--- src/usc_map.svh ---
// Register offsets, field positions, reset values and counts of the serial control block
// Functional notes
// - Two mode bits pick shift register /6, 8-bit variable, 9-bit /32or/16, 9-bit variable.
// - In modes 2 and 3 the ninth transmitted bit equals the ninth-transmit-bit control.
// - In 9-bit modes the ninth received bit is loaded into the received-ninth-bit flag.
// - Frames are received only while receive enable is set.
// - Serial control resets to zero and accepts single-bit writes as well as bytes.
// - Station address mask resets to zero, making every address bit don't-care.
// - Station address resets to zero and is byte access only.
// - Serial buffer has no reset value; nothing relies on it before a load.
// - The 8-bit baud reload register feeds the internal baud generator, reset zero.
// - With framing check on, a bad stop bit sets a sticky framing error flag.
// - Own address is station address with mask-zero bits treated as don't-care.
// - Broadcast address is address OR mask, zero bits don't-care.
// - In modes 2/3 with filtering on, receive done rises only if ninth bit is 1.
`ifndef USC_MAP_SVH
`define USC_MAP_SVH

// ==========================================================
// Register offsets
`define USC_ADDR_CTRL   8'h98
`define USC_ADDR_BUF    8'h99
`define USC_ADDR_BRL    8'h9A
`define USC_ADDR_CFG    8'h9B
`define USC_ADDR_IST    8'h9C
`define USC_ADDR_IMSK   8'h9D
`define USC_ADDR_STATION_ADDRESS  8'hA9
`define USC_ADDR_MASK   8'hB9

// ==========================================================
// Serial control fields
`define USC_SC_RI       0
`define USC_SC_TI       1
`define USC_SC_RB8      2
`define USC_SC_TB8      3
`define USC_SC_REN      4
`define USC_SC_MPE      5
`define USC_SC_SM1      6
`define USC_SC_SM0      7
`define USC_SC_RST      8'h00

// Configuration and interrupt fields
`define USC_CFG_FCE     0
`define USC_CFG_DBL     1
`define USC_IST_RX      0
`define USC_IST_TX      1
`define USC_IST_FE      2
`define USC_BYTE_RST    8'h00

// ==========================================================
// Counts
`define USC_DIV0_LAST   2'h2
`define USC_SUB_LAST    4'hF
`define USC_SUB_MID     4'h7
`define USC_BRG_TOP     8'hFF
`define USC_SYNC_LAST   4'h7
`define USC_LAST8       4'h9
`define USC_LAST9       4'hA

`endif

--- src/usc_pkg.sv ---
// Types shared by the serial control block
package usc_pkg;
    typedef logic [7:0] usc_byte_t;
    typedef enum logic [1:0] {TX_IDLE, TX_ASYNC, TX_SYNC} usc_tx_st_t;
    typedef enum logic [1:0] {RX_IDLE, RX_START, RX_DATA, RX_STOP} usc_rx_st_t;
endpackage

--- src/usc_rx_if.sv ---
// Carrier between the control logic and the asynchronous receiver
`timescale 1ns/1ps
`default_nettype none
interface usc_rx_if;
    logic       tick16;
    logic       nine;
    logic       en;
    logic       line;
    logic       done;
    logic [7:0] data;
    logic       bit9;
    logic       stop_ok;
    modport rx  (input tick16, nine, en, line, output done, data, bit9, stop_ok);
    modport ctl (output tick16, nine, en, line, input done, data, bit9, stop_ok);
endinterface
`default_nettype wire

--- src/usc_top.sv ---
// Serial port control registers, transmitter, shift mode and interrupt logic
`timescale 1ns/1ps
`default_nettype none
`include "usc_map.svh"
module usc_top (
    input  wire logic             mclk_i,     // Clock, 125 MHz
    input  wire logic             rst_n_i,    // Sync reset, active low
    input  wire usc_pkg::usc_byte_t addr_i,   // Register address
    input  wire usc_pkg::usc_byte_t wdata_i,  // Write data
    input  wire logic             wr_i,       // Byte write strobe
    input  wire logic             rd_i,       // Read strobe
    input  wire logic             bitwr_i,    // Single-bit write strobe
    input  wire logic [2:0]       bitsel_i,   // Bit index for bit write
    input  wire logic             bitval_i,   // Bit value for bit write
    output var  usc_pkg::usc_byte_t rdata_o,  // Read data, cycle after read
    output logic                  txd_o,      // Serial out, or shift clock in mode 0
    input  wire logic             rxd_i,      // Serial in pin level
    output logic                  rxd_o,      // Mode 0 data out
    output logic                  rxd_oe_n_o, // Mode 0 drive enable, low drives
    output logic                  irq_o       // Interrupt level
);
    import usc_pkg::*;

    // ==========================================================
    // State
    logic       sm0_r, sm1_r, mpe_r, ren_r, tb8_r, rb8_r, ti_r, ri_r, fe_r;
    usc_byte_t  rbuf_r, brl_r, station_address_r, mask_r, imsk_r, rdata_r, brg_r;
    logic [1:0] cfg_r;
    logic [2:0] ist_r;
    logic       rs1_r, rs2_r, rs3_r, rxf_r;
    logic [1:0] div_r;
    logic       half_r;
    usc_tx_st_t tx_st_r;
    logic [10:0] tx_sh_r;
    logic [3:0] tx_sub_r, tx_bit_r;
    logic       ph_r, sy_rx_r;
    logic       txd_r, rxd_r, oe_n_r;

    logic       mode0, mode2, nine, fce, div_en, tick16;
    logic       sc_we, buf_wr, sy_go, sy_end, ti_async, ti_evt, ri_evt, rx_acc, fe_evt;
    logic       sel_bit, given_m, bcast_m, mp_ok;
    logic [3:0] tx_last;
    usc_byte_t  sc_cur, sc_new, bmask, bcast, rx_byte;

    usc_rx_if   rx_if ();

    assign mode0   = !sm0_r && !sm1_r;
    assign mode2   = sm0_r && !sm1_r;
    assign nine    = sm0_r;
    assign fce     = cfg_r[`USC_CFG_FCE];
    assign tx_last = nine ? `USC_LAST9 : `USC_LAST8;

    // ==========================================================
    // Pin synchroniser: a change counts once stages two and three agree
    always_ff @(posedge mclk_i) begin
        if (!rst_n_i) begin
            rs1_r <= 1'b1;
            rs2_r <= 1'b1;
            rs3_r <= 1'b1;
            rxf_r <= 1'b1;
        end else begin
            rs1_r <= rxd_i;
            rs2_r <= rs1_r;
            rs3_r <= rs2_r;
            if (rs2_r == rs3_r) begin
                rxf_r <= rs3_r;
            end
        end
    end

    // ==========================================================
    // Rate generation: mode 0 half-bit enable, async 16x tick
    always_ff @(posedge mclk_i) begin
        if (!rst_n_i) begin
            div_r  <= 2'h0;
            half_r <= 1'b0;
            brg_r  <= 8'h00;
        end else begin
            div_r  <= div_en ? 2'h0 : div_r + 2'h1;
            half_r <= ~half_r;
            // Reload on overflow sets the variable rate of modes 1 and 3
            brg_r  <= (brg_r == `USC_BRG_TOP) ? brl_r : brg_r + 8'h01;
        end
    end
    assign div_en = (div_r == `USC_DIV0_LAST);
    // Mode 2 bit time is 32 clocks, or 16 with the double-rate bit
    assign tick16 = mode2 ? (cfg_r[`USC_CFG_DBL] | half_r)
                          : (brg_r == `USC_BRG_TOP);

    // ==========================================================
    // Receiver hookup and address filter
    assign rx_if.tick16 = tick16;
    assign rx_if.nine   = nine;
    assign rx_if.en     = ren_r && !mode0;
    assign rx_if.line   = rxf_r;

    usc_rx u_rx (
        .mclk_i  (mclk_i),
        .rst_n_i (rst_n_i),
        .rx      (rx_if.rx)
    );

    assign bcast   = station_address_r | mask_r;
    assign given_m = ((rx_if.data ^ station_address_r) & mask_r) == 8'h00;
    assign bcast_m = (rx_if.data & bcast) == bcast;
    // In mode 1 the stop bit stands in for the ninth bit
    assign sel_bit = nine ? rx_if.bit9 : rx_if.stop_ok;
    assign mp_ok   = !mpe_r || (sel_bit && (given_m || bcast_m));
    assign rx_acc  = rx_if.done && mp_ok;
    assign fe_evt  = rx_if.done && fce && !rx_if.stop_ok;

    // ==========================================================
    // Transmitter and mode 0 shifter share one sequencer
    assign buf_wr   = wr_i && addr_i == `USC_ADDR_BUF;
    assign sy_go    = mode0 && ren_r && !ri_r && !buf_wr;
    assign sy_end   = tx_st_r == TX_SYNC && div_en && ph_r && tx_bit_r == `USC_SYNC_LAST;
    assign ti_async = tx_st_r == TX_ASYNC && tick16 && tx_sub_r == `USC_SUB_LAST
                      && tx_bit_r == tx_last - 4'h1;
    assign ti_evt   = ti_async || (sy_end && !sy_rx_r);
    assign ri_evt   = rx_acc || (sy_end && sy_rx_r);
    assign rx_byte  = {rxf_r, tx_sh_r[7:1]};

    // Writes while a frame is in flight are dropped
    always_ff @(posedge mclk_i) begin
        if (!rst_n_i) begin
            tx_st_r  <= TX_IDLE;
            tx_sh_r  <= 11'h7FF;
            tx_sub_r <= 4'h0;
            tx_bit_r <= 4'h0;
            ph_r     <= 1'b0;
            sy_rx_r  <= 1'b0;
        end else begin
            case (tx_st_r)
                TX_IDLE: begin
                    tx_sub_r <= 4'h0;
                    tx_bit_r <= 4'h0;
                    ph_r     <= 1'b0;
                    if (buf_wr) begin
                        sy_rx_r <= 1'b0;
                        if (mode0) begin
                            tx_sh_r <= {3'h7, wdata_i};
                            tx_st_r <= TX_SYNC;
                        end else begin
                            tx_sh_r <= {1'b1, nine ? tb8_r : 1'b1, wdata_i, 1'b0};
                            tx_st_r <= TX_ASYNC;
                        end
                    end else if (sy_go) begin
                        sy_rx_r <= 1'b1;
                        tx_st_r <= TX_SYNC;
                    end
                end
                TX_ASYNC: if (tick16) begin
                    tx_sub_r <= tx_sub_r + 4'h1;
                    if (tx_sub_r == `USC_SUB_LAST) begin
                        tx_sh_r  <= {1'b1, tx_sh_r[10:1]};
                        tx_bit_r <= tx_bit_r + 4'h1;
                        if (tx_bit_r == tx_last) begin
                            tx_st_r <= TX_IDLE;
                        end
                    end
                end
                default: if (div_en) begin
                    ph_r <= ~ph_r;
                    // Sample at the end of the high phase, data has long settled
                    if (ph_r) begin
                        tx_sh_r  <= sy_rx_r ? {tx_sh_r[10:8], rx_byte}
                                            : {1'b1, tx_sh_r[10:1]};
                        tx_bit_r <= tx_bit_r + 4'h1;
                        if (tx_bit_r == `USC_SYNC_LAST) begin
                            tx_st_r <= TX_IDLE;
                        end
                    end
                end
            endcase
        end
    end

    // Pin drivers, idle high and released
    always_ff @(posedge mclk_i) begin
        if (!rst_n_i) begin
            txd_r  <= 1'b1;
            rxd_r  <= 1'b1;
            oe_n_r <= 1'b1;
        end else begin
            case (tx_st_r)
                TX_ASYNC: begin
                    txd_r  <= tx_sh_r[0];
                    rxd_r  <= 1'b1;
                    oe_n_r <= 1'b1;
                end
                TX_SYNC: begin
                    txd_r  <= ph_r;
                    rxd_r  <= tx_sh_r[0];
                    oe_n_r <= sy_rx_r;
                end
                default: begin
                    txd_r  <= 1'b1;
                    rxd_r  <= 1'b1;
                    oe_n_r <= 1'b1;
                end
            endcase
        end
    end
    assign txd_o      = txd_r;
    assign rxd_o      = rxd_r;
    assign rxd_oe_n_o = oe_n_r;

    // ==========================================================
    // Serial control: byte or single-bit writes, hardware sets win
    assign sc_cur = {fce ? fe_r : sm0_r, sm1_r, mpe_r, ren_r, tb8_r, rb8_r, ti_r, ri_r};
    assign bmask  = 8'h01 << bitsel_i;
    assign sc_we  = (wr_i || bitwr_i) && addr_i == `USC_ADDR_CTRL;
    assign sc_new = bitwr_i ? ((sc_cur & ~bmask) | (bitval_i ? bmask : 8'h00)) : wdata_i;

    always_ff @(posedge mclk_i) begin
        if (!rst_n_i) begin
            {sm0_r, sm1_r, mpe_r, ren_r, tb8_r} <= 5'h00;
        end else if (sc_we) begin
            if (!fce) begin
                sm0_r <= sc_new[`USC_SC_SM0];
            end
            sm1_r <= sc_new[`USC_SC_SM1];
            mpe_r <= sc_new[`USC_SC_MPE];
            ren_r <= sc_new[`USC_SC_REN];
            tb8_r <= sc_new[`USC_SC_TB8];
        end
    end

    // Flags: event in the clearing cycle is kept
    always_ff @(posedge mclk_i) begin
        if (!rst_n_i) begin
            {rb8_r, ti_r, ri_r, fe_r} <= 4'h0;
        end else begin
            if (rx_acc) begin
                rb8_r <= sel_bit;
            end else if (sc_we) begin
                rb8_r <= sc_new[`USC_SC_RB8];
            end
            ti_r <= ti_evt || (sc_we ? sc_new[`USC_SC_TI] : ti_r);
            ri_r <= ri_evt || (sc_we ? sc_new[`USC_SC_RI] : ri_r);
            // Good frames never clear it; only software or reset
            fe_r <= fe_evt || ((sc_we && fce) ? sc_new[`USC_SC_SM0] : fe_r);
        end
    end

    // Receive buffer carries no reset value
    always_ff @(posedge mclk_i) begin
        if (rx_acc) begin
            rbuf_r <= rx_if.data;
        end else if (sy_end && sy_rx_r) begin
            rbuf_r <= rx_byte;
        end
    end

    // Plain byte registers
    always_ff @(posedge mclk_i) begin
        if (!rst_n_i) begin
            brl_r   <= `USC_BYTE_RST;
            station_address_r <= `USC_BYTE_RST;
            mask_r  <= `USC_BYTE_RST;
            imsk_r  <= `USC_BYTE_RST;
            cfg_r   <= 2'h0;
        end else if (wr_i) begin
            if (addr_i == `USC_ADDR_BRL) begin
                brl_r <= wdata_i;
            end else if (addr_i == `USC_ADDR_STATION_ADDRESS) begin
                station_address_r <= wdata_i;
            end else if (addr_i == `USC_ADDR_MASK) begin
                mask_r <= wdata_i;
            end else if (addr_i == `USC_ADDR_IMSK) begin
                imsk_r <= wdata_i;
            end else if (addr_i == `USC_ADDR_CFG) begin
                cfg_r <= wdata_i[1:0];
            end
        end
    end

    // ==========================================================
    // Interrupt status, cleared by reading it
    always_ff @(posedge mclk_i) begin
        if (!rst_n_i) begin
            ist_r <= 3'h0;
        end else begin
            ist_r <= ((rd_i && addr_i == `USC_ADDR_IST) ? 3'h0 : ist_r)
                     | {fe_evt, ti_evt, ri_evt};
        end
    end
    assign irq_o = |(ist_r & imsk_r[2:0]);

    // Read port; unmapped addresses read zero
    always_ff @(posedge mclk_i) begin
        if (!rst_n_i) begin
            rdata_r <= 8'h00;
        end else if (rd_i) begin
            if (addr_i == `USC_ADDR_CTRL) begin
                rdata_r <= sc_cur;
            end else if (addr_i == `USC_ADDR_BUF) begin
                rdata_r <= rbuf_r;
            end else if (addr_i == `USC_ADDR_BRL) begin
                rdata_r <= brl_r;
            end else if (addr_i == `USC_ADDR_CFG) begin
                rdata_r <= {6'h00, cfg_r};
            end else if (addr_i == `USC_ADDR_IST) begin
                rdata_r <= {5'h00, ist_r};
            end else if (addr_i == `USC_ADDR_IMSK) begin
                rdata_r <= imsk_r;
            end else if (addr_i == `USC_ADDR_STATION_ADDRESS) begin
                rdata_r <= station_address_r;
            end else if (addr_i == `USC_ADDR_MASK) begin
                rdata_r <= mask_r;
            end else begin
                rdata_r <= 8'h00;
            end
        end
    end
    assign rdata_o = rdata_r;

    // ==========================================================
    // Checks
    AST_RESET_VAL: assert property (@(posedge mclk_i) disable iff (!rst_n_i)
        !$past(rst_n_i) |-> sc_cur == 8'h00 && station_address_r == 8'h00 && mask_r == 8'h00
        && brl_r == 8'h00)
        else $error("register not zero after reset");
    AST_DIV6: assert property (@(posedge mclk_i) disable iff (!rst_n_i)
        div_en |=> !div_en ##1 !div_en ##1 div_en)
        else $error("mode 0 half period not three clocks");
    AST_NINTH_TX: assert property (@(posedge mclk_i) disable iff (!rst_n_i)
        (buf_wr && tx_st_r == TX_IDLE && nine) |=> tx_sh_r[9] == $past(tb8_r))
        else $error("ninth transmit bit not loaded");
    AST_RB8: assert property (@(posedge mclk_i) disable iff (!rst_n_i)
        (rx_acc && nine) |=> rb8_r == $past(rx_if.bit9))
        else $error("received ninth bit not stored");
    AST_REN: assert property (@(posedge mclk_i) disable iff (!rst_n_i)
        rx_if.done |-> $past(ren_r, 2))
        else $error("frame received while disabled");
    AST_MPE: assert property (@(posedge mclk_i) disable iff (!rst_n_i)
        (rx_if.done && mpe_r && nine && !rx_if.bit9) |-> !ri_evt)
        else $error("data frame passed the filter");
    AST_TI_STOP: assert property (@(posedge mclk_i) disable iff (!rst_n_i)
        (tx_st_r == TX_ASYNC && $rose(ti_r)) |-> tx_bit_r == tx_last)
        else $error("transmit done not at stop bit");
    AST_FE_STICKY: assert property (@(posedge mclk_i) disable iff (!rst_n_i)
        (fe_r && !(sc_we && fce)) |=> fe_r)
        else $error("framing error cleared by hardware");
    AST_ADDR: assert property (@(posedge mclk_i) disable iff (!rst_n_i)
        (rx_acc && mpe_r) |-> (given_m || bcast_m) && sel_bit)
        else $error("unaddressed frame accepted");
    AST_START: assert property (@(posedge mclk_i) disable iff (!rst_n_i)
        (buf_wr && tx_st_r == TX_IDLE) |=> tx_st_r != TX_IDLE ##1 tx_st_r != TX_IDLE)
        else $error("buffer write did not start a frame");

    COV_TX9: cover property (@(posedge mclk_i) disable iff (!rst_n_i) ti_async && nine);
    COV_RX_MP: cover property (@(posedge mclk_i) disable iff (!rst_n_i) rx_acc && mpe_r);
    COV_FE: cover property (@(posedge mclk_i) disable iff (!rst_n_i) fe_evt);
    COV_SYNC_RX: cover property (@(posedge mclk_i) disable iff (!rst_n_i) sy_end && sy_rx_r);
endmodule
`default_nettype wire

--- src/usc_rx.sv ---
// Asynchronous frame receiver with 16x oversampling
`timescale 1ns/1ps
`default_nettype none
`include "usc_map.svh"
module usc_rx (
    input wire logic mclk_i,   // Clock
    input wire logic rst_n_i,  // Sync reset, active low
    usc_rx_if.rx     rx        // Link to control logic
);
    import usc_pkg::*;

    usc_rx_st_t st_r;
    logic [3:0] sub_r;
    logic [3:0] bit_r;
    logic [8:0] sh_r;
    logic [3:0] last_w;

    assign last_w = rx.nine ? 4'h8 : 4'h7;

    // ==========================================================
    // Frame state; disabling drops any frame in flight
    always_ff @(posedge mclk_i) begin
        if (!rst_n_i) begin
            st_r  <= RX_IDLE;
            sub_r <= 4'h0;
            bit_r <= 4'h0;
        end else if (!rx.en) begin
            st_r <= RX_IDLE;
        end else begin
            case (st_r)
                RX_IDLE: begin
                    sub_r <= 4'h0;
                    bit_r <= 4'h0;
                    if (!rx.line) begin
                        st_r <= RX_START;
                    end
                end
                RX_START: if (rx.tick16) begin
                    sub_r <= sub_r + 4'h1;
                    // A glitch shorter than half a bit is not a start bit
                    if (sub_r == `USC_SUB_MID) begin
                        sub_r <= 4'h0;
                        st_r  <= rx.line ? RX_IDLE : RX_DATA;
                    end
                end
                RX_DATA: if (rx.tick16) begin
                    sub_r <= sub_r + 4'h1;
                    if (sub_r == `USC_SUB_LAST) begin
                        bit_r <= bit_r + 4'h1;
                        if (bit_r == last_w) begin
                            st_r <= RX_STOP;
                        end
                    end
                end
                default: if (rx.tick16) begin
                    sub_r <= sub_r + 4'h1;
                    if (sub_r == `USC_SUB_LAST) begin
                        st_r <= RX_IDLE;
                    end
                end
            endcase
        end
    end

    // Data shifter, LSB first
    always_ff @(posedge mclk_i) begin
        if (!rst_n_i) begin
            sh_r <= 9'h000;
        end else if (st_r == RX_DATA && rx.tick16 && sub_r == `USC_SUB_LAST) begin
            sh_r <= {rx.line, sh_r[8:1]};
        end
    end

    // Result registers, done is a one-cycle pulse at mid stop bit
    always_ff @(posedge mclk_i) begin
        if (!rst_n_i) begin
            rx.done    <= 1'b0;
            rx.data    <= 8'h00;
            rx.bit9    <= 1'b0;
            rx.stop_ok <= 1'b0;
        end else begin
            rx.done <= rx.en && st_r == RX_STOP && rx.tick16 && sub_r == `USC_SUB_LAST;
            if (st_r == RX_STOP && rx.tick16 && sub_r == `USC_SUB_LAST) begin
                rx.data    <= rx.nine ? sh_r[7:0] : sh_r[8:1];
                rx.bit9    <= sh_r[8];
                rx.stop_ok <= rx.line;
            end
        end
    end

    AST_RX_DONE_STOP: assert property (@(posedge mclk_i) disable iff (!rst_n_i)
        rx.done |-> $past(st_r) == RX_STOP)
        else $error("receive done outside stop bit");
endmodule
`default_nettype wire

--- config.mk ---
export PLATFORM = sky130hd
export DESIGN_NAME = usc_top
export DESIGN_NICKNAME = d
export VERILOG_FILES = /design/src/usc_pkg.sv /design/src/usc_rx_if.sv /design/src/usc_top.sv /design/src/usc_rx.sv
export VERILOG_INCLUDE_DIRS = /design/src
export SDC_FILE = /design/constraint.sdc
export NUM_CORES = 1
export LEC_CHECK = 0
export BUFFER_PORTS_ARGS = -buffer_cell sky130_fd_sc_hd__buf_2
export CAP_MARGIN = 20
export CORE_ASPECT_RATIO = 1.75
export CORE_MARGIN = 2
export CORE_UTILIZATION = 57
export CTS_BUF_LIST = sky130_fd_sc_hd__clkbuf_8
export DETAILED_ROUTE_END_ITERATION = 16
export PLACE_DENSITY = 0.86
export SYNTH_ARGS = -nofsm -noshare
export SYNTH_HDL_FRONTEND = slang
export SYNTH_SLANG_ARGS = --single-unit
--- constraint.sdc ---
create_clock -name mclk_i -period 1.95 [get_ports mclk_i]
set_input_delay 0.2925 -clock mclk_i [delete_from_list [all_inputs] [get_ports mclk_i]]
set_output_delay 0.2925 -clock mclk_i [all_outputs]
set_load 0.01 [all_outputs]
[Word level (Yosys, flattened, before mapping)]
Index checks and enable logic that the tools add are counted.
Cells by class
  shifts and indexed selects: 1
  equal/unequal tests: 36
  muxes and demuxes: 73
  bitwise gates (word level): 19
  reduce and logical (&&, ||, !) cells: 79
  add/sub/neg operators: 7
Operators by type and width (number)
  8-bit two-way mux: 14
  8-bit equality test (second input constant): 9
  11-bit two-way mux: 6
  4-bit two-way mux: 11
  2-bit two-way mux: 19
  4-bit one-hot mux with 2 select lines: 4
  1-bit logical AND: 29
  8-bit AND: 3
  11-bit one-hot mux with 2 select lines: 1
  4-bit by 1-bit adder with 4-bit output (second input constant): 4
  8-bit bitwise OR: 2
  2-bit AND reduction: 7
  2-bit nonzero test: 7
  4-bit equality test: 3
  1-bit two-way mux: 12
  4-bit AND reduction: 3
  6-bit AND reduction: 2
  3-bit nonzero test: 4
  10-bit two-way mux: 1
  2-bit by 1-bit inequality test with 1-bit output (second input constant): 5
  2-bit inequality test (second input constant): 5
  5-bit AND reduction: 2
  1-bit inverter: 9
  8-bit by 1-bit adder with 8-bit output (second input constant): 1
  29 further kinds: 52
Storage, ports and cells
  logic and storage cells: 257
  bits in registers: 133
  output and inout bits: 12
  input port bits: 26

[Depth between registers and ports, before layout]
  word-level depth: 9
  gate-level depth with buffers: 9
  mapped depth without buffers: 7

[Cells and area by module]
Synthesis repeated with hierarchy kept, for this count alone.
Second synthesis, totals
  cell total of the unflattened synthesis: 761
  area total of the unflattened synthesis: 6825.3 um^2
Modules (own cells, without submodules)
  usc_top: cells an instance 608, instances 1, area each 5427.7 um^2
  usc_rx: cells an instance 153, instances 1, area each 1397.6 um^2

[Worst setup path after synthesis]
No wires, ideal clock.
  kind: register to register
  start point: register sm0_r (netlist: nine)
  end point: register rbuf_r[0] (data pin)
  library setup time: 0.260 ns
  arrival time: 1.612 ns
  required time: 1.690 ns
  setup slack: 0.078 ns
  cell stages (with the launch flop): 7
  buffers on the path: 2
  cells stage by stage: dfxtp_1 > buf_2 > mux2i_1 > nand2_1 > o211ai_1 > buf_2 > mux2_2
Between the ends
  word-level cells in the longest chain between the ends: 5
RTL lines
  from (decl): line usc_top.sv:26  | logic sm0_r, sm1_r, mpe_r, ren_r, tb8_r, rb8_r, ti_r, ri_r, fe_r;
  from (signal assigned): line usc_top.sv:220  | sm0_r <= sc_new[`USC_SC_SM0];
  1-bit two-way mux: line usc_top.sv:107  | assign sel_bit = nine ? rx_if.bit9 : rx_if.stop_ok;
  1-bit logical AND: line usc_top.sv:108  | assign mp_ok = !mpe_r || (sel_bit && (given_m || bcast_m));
  1-bit logical OR: line usc_top.sv:108
  1-bit logical AND: line usc_top.sv:109  | assign rx_acc = rx_if.done && mp_ok;
  8-bit two-way mux: line usc_top.sv:248  | if (rx_acc) begin
  to (signal assigned): line usc_top.sv:249  | rbuf_r <= rx_if.data;
  to (signal assigned): line usc_top.sv:251  | rbuf_r <= rx_byte;
  to (decl): line usc_top.sv:27  | usc_byte_t rbuf_r, brl_r, station_address_r, mask_r, imsk_r, rdata_r, brg_r;
No other way between the ends.
A chain may end at the register's enable or synchronous reset.

[Final worst setup path]
  start point: register u_rx.rx.data[5]
  end point: register rbuf_r[2] (data pin)
Between the ends
  word-level cells in the longest chain between the ends: 8
RTL lines
  from (decl): line usc_rx_if.sv:13  | modport rx (input tick16, nine, en, line, output done, data, bit9, stop_ok);
  from (signal assigned): line usc_rx.sv:84  | rx.data <= rx.nine ? sh_r[7:0] : sh_r[8:1];
  8-bit XOR: line usc_top.sv:104  | assign given_m = ((rx_if.data ^ station_address_r) & mask_r) == 8'h00;
  8-bit AND: line usc_top.sv:104
  8-bit logical NOT: line usc_top.sv:104
  1-bit logical OR (*): line usc_top.sv:108
  1-bit logical AND (*): line usc_top.sv:108
  1-bit logical OR (*): line usc_top.sv:108
  1-bit logical AND (*): line usc_top.sv:109
  8-bit two-way mux (*): line usc_top.sv:248
Mark *: on every way between the ends. The rest lies on a longest branch, timed or not.

==> impl_metrics.tcl <==
set metrics [dict create \
    min_path_type "in -> reg" \
    synth_top_area_share_pct 35.9 \
    power.total_w 0.00575 \
    ys_async_sr_fraction_pct 0 \
    final.period_utilization_pct 101 \
    hold_viol 0 \
    ir_drop_uv 505 \
    area_growth_pct 18.0 \
    drt-vias-per-instance 6.40 \
    outcome "finished, violations left" \
    tightest_slew_ns 0.507 \
    setup_ws_ns -0.0171 \
    first_pass_iters 6 \
    fp-row-count 53 \
    fillers 894 \
    cts-htree-levels 4 \
    cts_hold_buf 0 \
    synthDistinctLibCells 77 \
    crit_arrival_ns 2.16 \
    drive_gt1_share_pct 23.9 \
    die_h_um 150 \
    nets 888 \
    track_usage_pct 33.1 \
    synthesis.instances 776 \
    rr_worst_depth 6 \
    cp_slowest_cell "dfxtp_1" \
    final-instance-count-excl-fill 1030 \
    wirelength_um 21000 \
    drtAntennaViolNets 0 \
    root_buffer "clkbuf_8" \
    antenna_found_initial 0 \
    hpwlAfterDp_um 14400 \
    syn_nets 811 \
    pin_count 38 \
    fp.dieW_um 87.6 \
    max_stage_delay_ns 0.38 \
    maxCapViolCount 0 \
    start_util_pct 58.1 \
    io_buffers 37 \
    cts_tree "yes" \
    place_ws_ns -0.0693 \
    grt-ovfl-total 0 \
    synth_edf_count 8 \
    synthTopCellsByCount "125 x dfxtp_1, 89 x nor2_1, 61 x mux2i_1, 42 x a21oi_1, 38 x o21ai_0" \
    power.density_mw_per_mm2 699 \
    grt_pass1_wl_um 33400 \
    required_ns 2.15 \
    post-route-drc-count 0 \
    cts.clk_slew.worst_paths_ns 0.07 \
    relSlewSlack_pct 65.8 \
    rsz0062_at_grt "yes" \
    clk_latency_ns 0.45 \
    die_area_mm2 0.0132 \
    synth-seq-cells 133 \
    crit_type "reg -> reg" \
    setup_tns_ns -0.0609 \
    endpoint_kind "flip-flop" \
    synth_flop_cell "dfxtp_1" \
    path_cells "xor2_1, a22oi_1, and4_1, o211ai_1, buf_4, mux2_2" \
    ys.warnings.count 0 \
    grt_pass1_vias 6401 \
    cts_buffers 17 \
    endpoint "rbuf_r[2]" \
    setup_viol 8 \
    grt_max_degree 52 \
    cp_max_fo 8 \
    fp.coreArea_mm2 0.0120 \
    yosysMostFrequentCell "dfxtp_1" \
    fin_worst_skew_ns 0.0124 \
    ff2ff_setup_slack_ns -0.02 \
    clock_path_buffers 2 \
    fmax_mhz 508 \
    drt_iter0_markers 649 \
    ys_seq_area_share_pct 39.4 \
    cellLeakagePower_nw 3.35 \
    worst_hold_slack_ns 0.0250 \
    cts_sinks 133 \
    maxSlewViolCount 0 \
    diodes 0 \
    period_needed_ns 1.97 \
    synth_area_per_cell_um2 8.98 \
    vias 6589 \
    r2r_start "u_rx.rx.data[5]" \
    r2r_end "rbuf_r[2]" \
    critPathLaunch "u_rx.rx.data[5]" \
    critPathLaunchType "flip-flop" \
    gp_congestion 1.03 \
    synth_area_mm2 0.00697 \
    violations "setup timing" \
    place_inst 997 \
    wl_per_cell_um 20.3 \
    synth_area_leader_cell "dfxtp_1" \
    synth_area_leaders "dfxtp_1 36%, mux2i_1 8.8%, nor2_1 4.8%" \
]
[area by class of cell]
class                      count  area, um^2  area share (%)
multi-input combinational    573        3990            48.5
sequential                   133        2760            33.6
timing repair buffer         108         801            9.74
clock buffer                  19         262            3.18
tap                          165         206            2.51
clock inverter                12         131            1.60
inverter                      20        75.1           0.913
[sequential cells by signal, summed over array words and instances, names as in the netlist, 3 cells and up, named ones only]
register / count
brg_r: 8
brl_r: 8
imsk_r: 8
ist_r: 3
mask_r: 8
rbuf_r: 8
rdata_o: 8
station_address_r: 8
tx_bit_r: 4
tx_sh_r: 11
tx_sub_r: 4
u_rx.bit_r: 4
u_rx.rx.data: 8
u_rx.sh_r: 9
u_rx.sub_r: 4
[repair_timing]
| item | CTS | global route |
|---|---|---|
| pin swaps | 1 | 8 |
| endpoints found under the setup margin | 8 | 54 |
| resized for setup | 6 | 25 |
| buffers inserted | 1 | 2 |
| endpoints found under the hold margin | 0 | 0 |
[layer usage]
metal	track usage, %	vias to the layer above	wire, um
li1	-	3028	-
met1	36.4	3063	7370
met2	54.7	372	10300
met3	7.73	126	1510
met4	23.9	0	1760
met5	0	-	0
[kinds of logic after synthesis]
group,count (synthesis),synth area share [%]
muxes,82,12.2
AOI/OAI and AO/OA,211,20.7
xor gates and xnor gates,14,1.76
DFF,133,39.4
buffers and inverters,70,4.18
and+or+nand+nor,257,20.2
adders and majority gates,9,1.62
[layout by cell type (no fill, tap or decap), types with 19 or more instances in the layout]
master,count
o21ai_0,38
mux2i_1,61
nand2_1,34
nor2_1,89
buf_4,63
a21oi_1,41
buf_2,37
nand3_1,23
mux2_2,20
clkbuf_8,19
dfxtp_1,108
inv_1,21
[per-stage QoR]
step	utilization, %	cell area, um^2
after floorplan	-	6970
after global placement	64.5	7740
after detailed placement	64.5	7740
after CTS	67.9	8140
after global routing	68.5	8220
final	68.5	8220
[where the power goes]
group	internal [W]	leakage (nW)	total (W)	switching, W
combinational	0.000237	2.06	0.000614	0.000377
clock	0.00120	0.201	0.00232	0.00112
sequential	0.00278	1.09	0.00282	0.0000336
[critical path, delay by kind of cell, from the launching register on]
| kind | cells | cell delay [ns] |
|---|---|---|
| XOR/XNOR | 1 | 0.19 |
| flip-flops | 1 | 0.38 |
| AND/OR/NAND/NOR | 1 | 0.23 |
| AO/OA/AOI/OAI | 2 | 0.35 |
| multiplexers | 1 | 0.35 |
| buffers and inverters | 1 | 0.22 |
[worst min-delay path by stage]
| stage | start | end | slack (ns) | cells past startpoint |
|---|---|---|---|---|
| finish | rxd_i | rs1_r | 0.03 | 2 |
| floorplan | rs1_r | rs2_r | 0.39 | 1 |
| CTS | rxd_i | rs1_r | 0.001 | 2 |
| global placement | rs1_r | rs2_r | 0.39 | 1 |
| global route | rxd_i | rs1_r | 0.04 | 2 |
| detailed placement | rs1_r | rs2_r | 0.40 | 1 |
(Power assumes the default switching activity.)
